File: src/rtl/nid_pkg.sv
/*
  Package for the node identity and PHY register access block: register
  offsets, field positions, reset values and the carrier structs.
  Assumes a 32-bit plain register port with byte addresses.
*/
package nid_pkg;
  localparam logic [7:0] NID_OFF_NODE_IDENTITY = 8'he8;
  localparam logic [7:0] NID_OFF_PHY_ACCESS = 8'hec;
  localparam logic [7:0] NID_OFF_IRQ_STATUS = 8'hf4;
  localparam logic [7:0] NID_OFF_IRQ_MASK = 8'hf8;

  localparam int NID_VALID_BIT = 31;
  localparam int NID_ROOT_BIT = 30;
  localparam int NID_CPS_BIT = 27;
  localparam int NID_BUS_LSB = 6;
  localparam int NID_DONE_BIT = 31;
  localparam int NID_RADDR_LSB = 24;
  localparam int NID_RDATA_LSB = 16;
  localparam int NID_RDREQ_BIT = 15;
  localparam int NID_WRREQ_BIT = 14;
  localparam int NID_TADDR_LSB = 8;

  localparam logic [9:0] NID_BUS_INDEX_RST = 10'h3ff;
  localparam logic [5:0] NID_NODE_UNSET = 6'h3f;
  localparam logic [5:0] NID_NODE_LAST = 6'h3f;
  localparam logic [31:0] NID_ZERO32 = 32'h0000_0000;

  // irq status bits
  localparam int NID_IRQ_BUS_RESET = 0;
  localparam int NID_IRQ_NODE_LOADED = 1;
  localparam int NID_IRQ_PHY_DONE = 2;
  localparam int NID_IRQ_W = 3;

  typedef struct packed {
    logic [7:0] addr;
    logic [31:0] wdata;
    logic wr;
    logic rd;
  } nid_bus_req_s;

  typedef struct packed {
    logic valid;
    logic is_write;
    logic [3:0] index;
    logic [7:0] value;
  } nid_phy_req_s;

  typedef struct packed {
    logic valid;
    logic [3:0] index;
    logic [7:0] value;
  } nid_phy_rsp_s;
endpackage

File: src/rtl/nid_regs.sv
/*
  Node identity and PHY register access registers of a link controller.
  Assumes the link-to-PHY protocol engine sits outside: it takes one
  request held until ready, reports bus reset, self-id completion and returned
  register transfers as same-clock pulses, and holds root and cable
  power status as same-clock levels.
*/
`timescale 1ns/1ns
// Overview of operation
// - node id is bus index over node index
// - valid cleared on bus reset, set on load
// - root bit sampled from phy on bus reset
// - cable power bit follows phy status
// - node identity reserved bits read zero
// - bus index writable, resets to all ones
// - node index loaded after self-id, read-only
// - read complete cleared when request set
// - returned transfer sets done, index, value
// - read request cleared once sent
// - write request cleared once sent
// - target index writable, resets zero
// - write value writable, resets zero
// - phy access reserved bits read zero
module nid_regs
  import nid_pkg::*;
(
  input wire logic sys_clk, // 10 MHz core clock
  input wire logic sys_rst, // async reset, active high
  input wire nid_bus_req_s bus_req, // register port request
  output logic [31:0] bus_rdata, // read data, cycle after read
  input wire logic phy_bus_reset, // bus reset detected pulse
  input wire logic phy_selfid_done, // node index ready pulse
  input wire logic [5:0] phy_node_index, // node index from phy
  input wire logic phy_is_root, // phy reports root, level
  input wire logic phy_cable_power, // cable power good, level
  input wire nid_phy_rsp_s phy_rsp, // returned register transfer
  input wire logic phy_req_ready, // engine accepts a request
  output nid_phy_req_s phy_req, // request to the engine
  output logic [15:0] node_id, // bus index and node index
  output logic node_id_valid, // node identifier valid
  output logic irq // level interrupt
);

  logic valid_r;
  logic root_r;
  logic cps_r;
  logic [9:0] bus_index_r;
  logic [5:0] node_index_r;
  logic done_r;
  logic [3:0] ret_index_r;
  logic [7:0] ret_value_r;
  logic rd_req_r;
  logic wr_req_r;
  logic [3:0] tgt_index_r;
  logic [7:0] wr_value_r;
  logic [NID_IRQ_W-1:0] irq_stat_r;
  logic [NID_IRQ_W-1:0] irq_mask_r;
  logic [NID_IRQ_W-1:0] irq_set;
  logic wr_node;
  logic wr_phy;
  logic wr_stat;
  logic wr_mask;
  logic req_sent;
  logic [31:0] rd_nxt;

  function automatic logic hit(input nid_bus_req_s r,
                               input logic [7:0] off);
    hit = r.wr && (r.addr == off);
  endfunction

  assign wr_node = hit(bus_req, NID_OFF_NODE_IDENTITY);
  assign wr_phy = hit(bus_req, NID_OFF_PHY_ACCESS);
  assign wr_stat = hit(bus_req, NID_OFF_IRQ_STATUS);
  assign wr_mask = hit(bus_req, NID_OFF_IRQ_MASK);
  // phy_req.valid is a register, so the engine takes it the cycle it
  // stands with ready high
  assign req_sent = phy_req.valid && phy_req_ready;

  // node identity state
  always_ff @(posedge sys_clk or posedge sys_rst)
  begin
    if (sys_rst)
    begin
      valid_r <= 1'b0;
      node_index_r <= NID_NODE_UNSET;
    end
    else if (phy_selfid_done)
    begin
      valid_r <= 1'b1;
      node_index_r <= phy_node_index;
    end
    else if (phy_bus_reset)
      valid_r <= 1'b0;
  end

  always_ff @(posedge sys_clk or posedge sys_rst)
  begin
    if (sys_rst)
    begin
      root_r <= 1'b0;
      cps_r <= 1'b0;
    end
    else
    begin
      // root sampled only while bus reset runs, then held
      if (phy_bus_reset)
        root_r <= phy_is_root;
      cps_r <= phy_cable_power;
    end
  end

  always_ff @(posedge sys_clk or posedge sys_rst)
  begin
    if (sys_rst)
      bus_index_r <= NID_BUS_INDEX_RST;
    else if (wr_node)
      bus_index_r <= bus_req.wdata[NID_BUS_LSB +: 10];
  end

  // phy access control fields
  always_ff @(posedge sys_clk or posedge sys_rst)
  begin
    if (sys_rst)
    begin
      tgt_index_r <= 4'h0;
      wr_value_r <= 8'h00;
    end
    else if (wr_phy)
    begin
      tgt_index_r <= bus_req.wdata[NID_TADDR_LSB +: 4];
      wr_value_r <= bus_req.wdata[7:0];
    end
  end

  // request bits: writing one sets, hardware clears on send; a write of
  // zero leaves a pending request alone so software cannot cancel mid-way
  always_ff @(posedge sys_clk or posedge sys_rst)
  begin
    if (sys_rst)
    begin
      rd_req_r <= 1'b0;
      wr_req_r <= 1'b0;
    end
    else
    begin
      // a request written in the send cycle stays queued, not lost
      if (wr_phy && bus_req.wdata[NID_RDREQ_BIT])
        rd_req_r <= 1'b1;
      else if (req_sent && !phy_req.is_write)
        rd_req_r <= 1'b0;
      if (wr_phy && bus_req.wdata[NID_WRREQ_BIT])
        wr_req_r <= 1'b1;
      else if (req_sent && phy_req.is_write)
        wr_req_r <= 1'b0;
    end
  end

  // one request held at a time, read wins if software broke the pairing
  always_ff @(posedge sys_clk or posedge sys_rst)
  begin
    if (sys_rst)
      phy_req <= '0;
    else if (req_sent)
      phy_req <= '0;
    else if (!phy_req.valid && (rd_req_r || wr_req_r) && !wr_phy)
    begin
      phy_req.valid <= 1'b1;
      phy_req.is_write <= !rd_req_r;
      phy_req.index <= tgt_index_r;
      phy_req.value <= wr_value_r;
    end
  end

  // returned transfer sets done; a fresh request clears it
  always_ff @(posedge sys_clk or posedge sys_rst)
  begin
    if (sys_rst)
    begin
      done_r <= 1'b0;
      ret_index_r <= 4'h0;
      ret_value_r <= 8'h00;
    end
    else if (phy_rsp.valid)
    begin
      done_r <= 1'b1;
      ret_index_r <= phy_rsp.index;
      ret_value_r <= phy_rsp.value;
    end
    else if (wr_phy && (bus_req.wdata[NID_RDREQ_BIT] ||
                        bus_req.wdata[NID_WRREQ_BIT]))
      done_r <= 1'b0;
  end

  // interrupts: set wins over write-one-to-clear
  assign irq_set = {phy_rsp.valid, phy_selfid_done, phy_bus_reset};

  always_ff @(posedge sys_clk or posedge sys_rst)
  begin
    if (sys_rst)
    begin
      irq_stat_r <= '0;
      irq_mask_r <= '0;
      irq <= 1'b0;
    end
    else
    begin
      irq_stat_r <= (irq_stat_r &
                     ~(wr_stat ? bus_req.wdata[NID_IRQ_W-1:0] : '0))
                    | irq_set;
      if (wr_mask)
        irq_mask_r <= bus_req.wdata[NID_IRQ_W-1:0];
      irq <= |(irq_stat_r & irq_mask_r);
    end
  end

  // read path
  always_comb
  begin
    rd_nxt = NID_ZERO32;
    if (bus_req.addr == NID_OFF_NODE_IDENTITY)
    begin
      rd_nxt[NID_VALID_BIT] = valid_r;
      rd_nxt[NID_ROOT_BIT] = root_r;
      rd_nxt[NID_CPS_BIT] = cps_r;
      rd_nxt[15:0] = {bus_index_r, node_index_r};
    end
    else if (bus_req.addr == NID_OFF_PHY_ACCESS)
    begin
      rd_nxt[NID_DONE_BIT] = done_r;
      rd_nxt[NID_RADDR_LSB +: 4] = ret_index_r;
      rd_nxt[NID_RDATA_LSB +: 8] = ret_value_r;
      rd_nxt[NID_RDREQ_BIT] = rd_req_r;
      rd_nxt[NID_WRREQ_BIT] = wr_req_r;
      rd_nxt[NID_TADDR_LSB +: 4] = tgt_index_r;
      rd_nxt[7:0] = wr_value_r;
    end
    else if (bus_req.addr == NID_OFF_IRQ_STATUS)
      rd_nxt[NID_IRQ_W-1:0] = irq_stat_r;
    else if (bus_req.addr == NID_OFF_IRQ_MASK)
      rd_nxt[NID_IRQ_W-1:0] = irq_mask_r;
  end

  always_ff @(posedge sys_clk or posedge sys_rst)
  begin
    if (sys_rst)
      bus_rdata <= NID_ZERO32;
    else if (bus_req.rd)
      bus_rdata <= rd_nxt;
    else
      bus_rdata <= NID_ZERO32;
  end

  always_ff @(posedge sys_clk or posedge sys_rst)
  begin
    if (sys_rst)
    begin
      node_id <= {NID_BUS_INDEX_RST, NID_NODE_UNSET};
      node_id_valid <= 1'b0;
    end
    else
    begin
      node_id <= {bus_index_r, node_index_r};
      node_id_valid <= valid_r;
    end
  end

  a_valid_clear: assert property (
    @(posedge sys_clk) disable iff (sys_rst)
    phy_bus_reset && !phy_selfid_done |=> !valid_r)
    else $error("valid not cleared by bus reset");

  a_node_load: assert property (
    @(posedge sys_clk) disable iff (sys_rst)
    phy_selfid_done |=> valid_r && node_index_r == $past(phy_node_index))
    else $error("node index not loaded");

  a_cps_follow: assert property (
    @(posedge sys_clk) disable iff (sys_rst)
    ##1 cps_r == $past(phy_cable_power))
    else $error("cable power bit wrong");

  a_done_set: assert property (
    @(posedge sys_clk) disable iff (sys_rst)
    phy_rsp.valid |=> done_r && ret_value_r == $past(phy_rsp.value))
    else $error("returned transfer not stored");

  a_done_clear: assert property (
    @(posedge sys_clk) disable iff (sys_rst)
    wr_phy && bus_req.wdata[NID_RDREQ_BIT] && !phy_rsp.valid
    |=> !done_r)
    else $error("done not cleared on request");

  a_rd_clear: assert property (
    @(posedge sys_clk) disable iff (sys_rst)
    req_sent && !phy_req.is_write &&
    !(wr_phy && bus_req.wdata[NID_RDREQ_BIT]) |=> !rd_req_r)
    else $error("read request not cleared");

  a_wr_clear: assert property (
    @(posedge sys_clk) disable iff (sys_rst)
    req_sent && phy_req.is_write &&
    !(wr_phy && bus_req.wdata[NID_WRREQ_BIT]) |=> !wr_req_r)
    else $error("write request not cleared");

  a_one_outstanding: assert property (
    @(posedge sys_clk) disable iff (sys_rst)
    phy_req.valid && !phy_req_ready |=> $stable(phy_req))
    else $error("request changed while pending");

  a_reserved_zero: assert property (
    @(posedge sys_clk) disable iff (sys_rst)
    bus_req.rd && bus_req.addr == NID_OFF_NODE_IDENTITY
    |=> bus_rdata[29:28] == 2'b00 && bus_rdata[26:16] == 11'h000)
    else $error("reserved bits not zero");

  a_bus_index_rst: assert property (
    @(posedge sys_clk) $fell(sys_rst) |-> bus_index_r == NID_BUS_INDEX_RST)
    else $error("bus index reset wrong");

  a_root_sample: assert property (
    @(posedge sys_clk) disable iff (sys_rst)
    phy_bus_reset |=> root_r == $past(phy_is_root))
    else $error("root bit not sampled");

  a_bus_index_wr: assert property (
    @(posedge sys_clk) disable iff (sys_rst)
    wr_node |=> bus_index_r == $past(bus_req.wdata[NID_BUS_LSB +: 10]))
    else $error("bus index not written");

  a_phy_fields: assert property (
    @(posedge sys_clk) disable iff (sys_rst)
    wr_phy |=> tgt_index_r == $past(bus_req.wdata[NID_TADDR_LSB +: 4]) &&
    wr_value_r == $past(bus_req.wdata[7:0]))
    else $error("phy access fields not written");

  a_phy_reserved: assert property (
    @(posedge sys_clk) disable iff (sys_rst)
    bus_req.rd && bus_req.addr == NID_OFF_PHY_ACCESS
    |=> bus_rdata[30:28] == 3'b000 && bus_rdata[13:12] == 2'b00)
    else $error("phy access reserved bits not zero");

  a_node_id_out: assert property (
    @(posedge sys_clk) disable iff (sys_rst)
    ##1 node_id == {$past(bus_index_r), $past(node_index_r)})
    else $error("node id output wrong");

  a_req_drop: assert property (
    @(posedge sys_clk) disable iff (sys_rst)
    req_sent |=> !phy_req.valid)
    else $error("request held after send");

  a_irq_level: assert property (
    @(posedge sys_clk) disable iff (sys_rst)
    ##1 irq == |($past(irq_stat_r) & $past(irq_mask_r)))
    else $error("interrupt level wrong");

  a_irq_set: assert property (
    @(posedge sys_clk) disable iff (sys_rst)
    phy_bus_reset |=> irq_stat_r[NID_IRQ_BUS_RESET])
    else $error("bus reset event not latched");

  c_phy_read: cover property (
    @(posedge sys_clk) disable iff (sys_rst)
    req_sent && !phy_req.is_write ##[1:20] phy_rsp.valid);
  c_phy_write: cover property (
    @(posedge sys_clk) disable iff (sys_rst)
    req_sent && phy_req.is_write);
  c_reset_load: cover property (
    @(posedge sys_clk) disable iff (sys_rst)
    phy_bus_reset ##[1:50] phy_selfid_done);
  c_irq: cover property (
    @(posedge sys_clk) disable iff (sys_rst) $rose(irq));
  c_queued_req: cover property (
    @(posedge sys_clk) disable iff (sys_rst)
    req_sent && wr_phy && bus_req.wdata[NID_RDREQ_BIT]);
endmodule

File: config.mk
export PLATFORM = sky130hd
export DESIGN_NAME = nid_regs
export DESIGN_NICKNAME = d
export VERILOG_FILES = /design/src/rtl/nid_pkg.sv /design/src/rtl/nid_regs.sv
export SDC_FILE = /design/constraint.sdc
export NUM_CORES = 1
export LEC_CHECK = 0
export ABC_AREA = 0
export BUFFER_PORTS_ARGS = -buffer_cell sky130_fd_sc_hd__clkbuf_2
export CAP_MARGIN = 20
export CORE_UTILIZATION = 50
export CTS_BUF_LIST = sky130_fd_sc_hd__clkbuf_8 sky130_fd_sc_hd__clkbuf_16
export CTS_CLUSTER_DIAMETER = 150
export DETAILED_ROUTE_END_ITERATION = 7
export GPL_TIMING_DRIVEN = 0
export PLACE_DENSITY = 0.78
export SYNTH_ARGS = -nofsm -noshare
export SYNTH_HDL_FRONTEND = slang
export SYNTH_SLANG_ARGS = --single-unit
File: constraint.sdc
create_clock -name sys_clk -period 5.2 [get_ports sys_clk]
set_input_delay 0.26 -clock sys_clk [delete_from_list [all_inputs] [get_ports sys_clk]]
set_output_delay 0.26 -clock sys_clk [all_outputs]
set_load 0.02 [all_outputs]
After elaboration in Yosys (flattened, before gate mapping)
Cells that the tools add are included.

Flip-flop bits (word level): 116. Bits of input ports: 68. Output and inout port bits: 64. Word-level logic and storage cells: 79.

Equal/unequal tests: 4. Multiplexer cells: 25. Bitwise logic cells: 4. Reduce and logical (&&, ||, !) cells: 24.

Operators with widths (number): $mux W14 (3); $eq A8 B8 Y1 const B (4); $mux W32 (1); $logic_and A1 B1 Y1 (12); $mux W1 (12); $mux W12 (1); $mux W3 (4); $mux W11 (1); $reduce_bool A2 Y1 (5); $mux W9 (1); $and A3 B3 Y3 (2); $logic_not A1 Y1 (4); $mux W2 (2); $not A3 Y3 (1); $or A3 B3 Y3 (1); $reduce_or A3 Y1 (1); $logic_or A1 B1 Y1 (2).

Logic depth before layout (Yosys ltp)
Depth after elaboration: 6. Gate-level depth with buffers: 7. Depth with buffers taken out: 4.

Worst setup path after synthesis
No wires, ideal clock.

Kind: input-to-reg. Start point: input port bus_req[38] in the netlist's numbering. End point: register wr_value_r[0]. Setup time: 0.125 ns. Data arrival time: 1.361 ns. Required time: 5.075 ns. Setup slack: 3.714 ns. Cell stages on the path: 6. Path buffers: 3. Cell sequence: buf_4 > and3b_2 > and3_4 > buf_6 > buf_12 > mux2_4.

Cells in the longest elaborated chain, start to end: 2.

RTL lines: start, declared (RTL line nid_regs.sv:29) `input wire nid_bus_req_s bus_req,`; $eq A8 B8 Y1 (RTL line nid_regs.sv:68) `hit = r.wr && (r.addr == off);`; $logic_and A1 B1 Y1 (RTL line nid_regs.sv:68); end signal, assigned (RTL line nid_regs.sv:131) `wr_value_r <= bus_req.wdata[7:0];`; end, declared (RTL line nid_regs.sv:55) `logic [7:0] wr_value_r;`.

No other way between the ends. A chain may end at the register's enable or synchronous reset.

Final worst setup path
Start point: register phy_req[13] in the netlist's numbering. End point: register phy_req[5] in the netlist's numbering.

Cells in the longest elaborated chain, start to end: 4. Elaborated cells between the ends (all ways): 6. Classes of those cells: mux: 1; reduce/logical: 5.

RTL lines: start, declared (RTL line nid_regs.sv:38) `output nid_phy_req_s phy_req,`; $logic_not A1 Y1 (RTL line nid_regs.sv:165) `else if (!phy_req.valid && (rd_req_r || wr_req_r) && !wr_phy)`; $logic_and A1 B1 Y1 (2 in series) (RTL line nid_regs.sv:165); $reduce_bool A2 Y1 (no source line).

Several ways; a longest one is shown, not always the timed one.

==> metrics.md <==
| Metric | Value |
|---|---|
| Row cnt | `33` |
| Ys flop type | `dfrtp_1` |
| Critical R2R Launch | `phy_req[13]$_DFFE_PP0P_` |
| Initial Utilization | `0.520` |
| Fmax | `637 MHz` |
| Min-delay src | `phy_rsp[11]` |
| Detailed Route WL | `9.12 mm` |
| Max Transition Viols Final | `0` |
| Yosys warnings | `0` |
| TNS Setup | `0 ns` |
| Total CTS buffers | `17` |
| Combinational share of power | `0.091` |
| Layout cell share with drive strength beyond 1 | `0.493` |
| Gpl congestion | `0.822` |
| Io pins | `132` |
| Syn Inst Count | `309` |
| Data required, critical path | `5.61 ns` |
| Die X-Extent | `94.7 µm` |
| Final Util | `0.712` |
| Minimum clock period | `1.57 ns` |
| RSZ-0062 raised after global routing | `false` |
| Crit-path max FO | `10` |
| Post-CTS Hold Fix Bufs | `31` |
| Largest net degree at the start of global routing | `63` |
| Worst-Skew Late Latency | `0.50 ns` |
| Routed WL per cell | `15.4 µm` |
| CTS Root Cell | `clkbuf_8` |
| Final Hold Vio Count | `0` |
| Synth area leader | `dfrtp_1` |
| Count of flip-flops with a built-in enable after synthesis | `0` |
| GR Overflow Total | `0` |
| DP HPWL | `6.13 mm` |
| Synth Register Bits | `114` |
| Synth top area share | `0.477` |
| Hold_ws | `0.0154 ns` |
| Crit path from | `phy_req[13]$_DFFE_PP0P_` |
| Most common cell in the synthesized netlist | `dfrtp_1` |
| Synth cell count leaders | `82 x dfrtp_1, 38 x mux2_2, 32 x dfstp_2, 29 x nand2_1` |
| PortBufs | `110` |
| Worst Skew | `0.00531 ns` |
| Pwr Total | `2.24 mW` |
| Final setup fails | `0` |
| Synth top area cells | `dfrtp_1 48%, dfstp_2 20%, mux2_2 10%` |
| First-pass GRT wire length | `14.7 mm` |
| Vias in the first global route | `3,095` |
| Status | `complete, no violations` |
| Antenna violations before repair | `0` |
| Period utilization | `0.302` |
| Area share of and/or/nand/nor cells after synthesis | `0.0911` |
| Sequential fraction of the synthesis area | `0.673` |
| Final-stage net count | `540` |
| Fin area | `5880 µm²` |
| Synth Area in Compound Gates | `0.0486` |
| Synth Area in Adders | `0` |
| Mux contribution to synthesized area | `0.153` |
| Placed instance area | `5010 µm²` |
| Largest family of logic cells by synthesized area | `multiplexers` |
| Mapped cell area | `4300 µm²` |
| Class of the worst hold path | `in2reg` |
| Sw Pwr | `0.560 mW` |
| Post-CTS Setup Bufs | `0` |
| Worst endpoint data arrival time | `1.98 ns` |
| Fill count | `596` |
| Sw frac | `0.250` |
| PwrDens | `380 nW/µm²` |
| Die ar. | `8970 µm²` |
| Via total after detailed routing | `2,941` |
| Pre-antenna DRT Iters | `4` |
| Die extent in y | `94.7 µm` |
| Peak supply drop | `0.220 mV` |
| Crit start category | `register` |
| Setup crit end kind | `register` |
| Clk pin slew, worst setup/hold paths | `0.06 ns` |
| Area grow syn2layout | `36.9%` |
| N_diodes | `0` |
| CTS tree | `done` |
| Total GRT Usage | `0.221` |
| Clock share of power | `0.469` |
| Core Area | `8260 µm²` |
| CTS Sinks | `114` |
| Int Power | `1.68 mW` |
| Library cells used by synthesis | `34` |
| Sequential share of power | `0.439` |
| Clock tree buffer depth | `2` |
| PostCTS Resize Cnt | `0` |
| Post-synth ARST share | `1.00` |
| Worst Setup Path Type | `reg2reg` |
| Max-cap violations | `0` |
| Xor/xnor share of the synthesized area | `0` |
| DRC violations left | `0` |
| Relative slew slack | `0.566` |
| Mapped Avg Cell Area | `13.9 µm²` |
| Leakage | `2.93 nW` |
| Vias per cell | `4.98` |
| Measured slew at the worst slew-check pin | `0.651 ns` |
| Htree depth | `4` |
| Detail Route Antenna Nets | `0` |
| Iteration-0 DRC Markers | `108` |
==> metrics by stage <==
step | cells | worst slack [ns]
2_1_floorplan | 310 | 1.98
4_1_cts | 589 | 3.61
5_1_grt | 590 | 3.53
3_3_place_gp | 525 | 0.989
6_report | 590 | 3.63
3_5_place_dp | 526 | 3.44
==> cell families after synthesis <==
group | after synthesis
buffers and inverters | 25
muxes | 58
DFF | 114
other | 1
and+or+nand+nor | 78
AOI/OAI and AO/OA | 33
==> registers in the layout (all words and copies together) (netlist names), 3 cells and up <==
register      cells
bus_index_r      10
bus_rdata        30
irq_mask_r        3
irq_stat_r        3
node_id          16
node_index_r      6
phy_req          14
ret_index_r       4
ret_value_r       8
tgt_index_r       4
wr_value_r        8
==> worst max-delay path, cell delays in order, from the launching register on <==
cell and delay (ns):
dfrtp_1 0.43, o21bai_1 0.21, a31oi_2 0.34, buf_2 0.31
nand2_1 0.09, o21ai_0 0.09
==> power groups by stage <==
| stage | combinational, mW | clock (mW) | sequential (mW) |
|---|---|---|---|
| 2_1_floorplan | 0.0861 | 0 | 1.02 |
| 4_1_cts | 0.207 | 1.07 | 0.983 |
| 3_5_place_dp | 0.187 | 0 | 0.997 |
| 5_1_grt | 0.224 | 1.11 | 0.988 |
| 6_report | 0.205 | 1.05 | 0.982 |
| 3_3_place_gp | 0.179 | 0 | 0.994 |
==> layout by cell type, fill, tap and decap left out, types with 2 or more instances in the layout <==
cell type,n
a22oi_1,3
buf_4,4
clkinv_2,4
clkinvlp_4,2
buf_2,7
dfstp_2,32
conb_1,2
nand2_1,29
nand3_1,4
clkbuf_2,111
nor2_1,17
clkbuf_1,4
inv_6,3
o21ai_0,17
clkinv_4,5
o22ai_1,4
inv_1,6
mux2_2,38
and2_1,2
a21o_1,5
dlygate4sd3_1,32
mux2_4,6
nor2b_1,3
mux2i_1,14
and3_1,16
dfrtp_1,82
clkbuf_16,16
==> area by class of cell <==
class	count	area (µm²)	share of cell area
inverter	7	28.8	0.00489
timing repair buffer	143	898	0.153
buffer	18	116	0.0198
clock buffer	17	414	0.0704
clock inverter	15	135	0.0230
sequential	114	2890	0.492
multi-input combinational	171	1270	0.215
tap	105	131	0.0223
==> per-layer routing <==
layer  vias up  routed length [µm]  part of all wire  global-route usage
met5         -                   0                 0                   0
met4         0                  76            0.0083              0.0960
met3         8                 597             0.065              0.0749
met2       101                4570              0.50               0.357
met1      1444                3870              0.42               0.271
li1       1388                   -                 -                   -
==> path summary, 6_finish.rpt <==
| check | slack, ns | end | depth (start not counted) |
|---|---|---|---|
| max reg2reg | 3.63 | phy_req[5]$_DFFE_PP0P_ | 5 |
| min in group asynchronous | 0.41 | bus_rdata[31]$_DFF_PP0_ | 3 |
| min reg2reg | 0.37 | node_id[11]$_DFF_PP1_ | 0 |
| max | 3.63 | phy_req[5]$_DFFE_PP0P_ | 5 |
| min | 0.02 | ret_index_r[3]$_DFFE_PP0P_ | 2 |
| max in group asynchronous | 4.03 | bus_index_r[3]$_DFFE_PP1P_ | 4 |
Note: power is estimated with default switching activity, not from simulation.
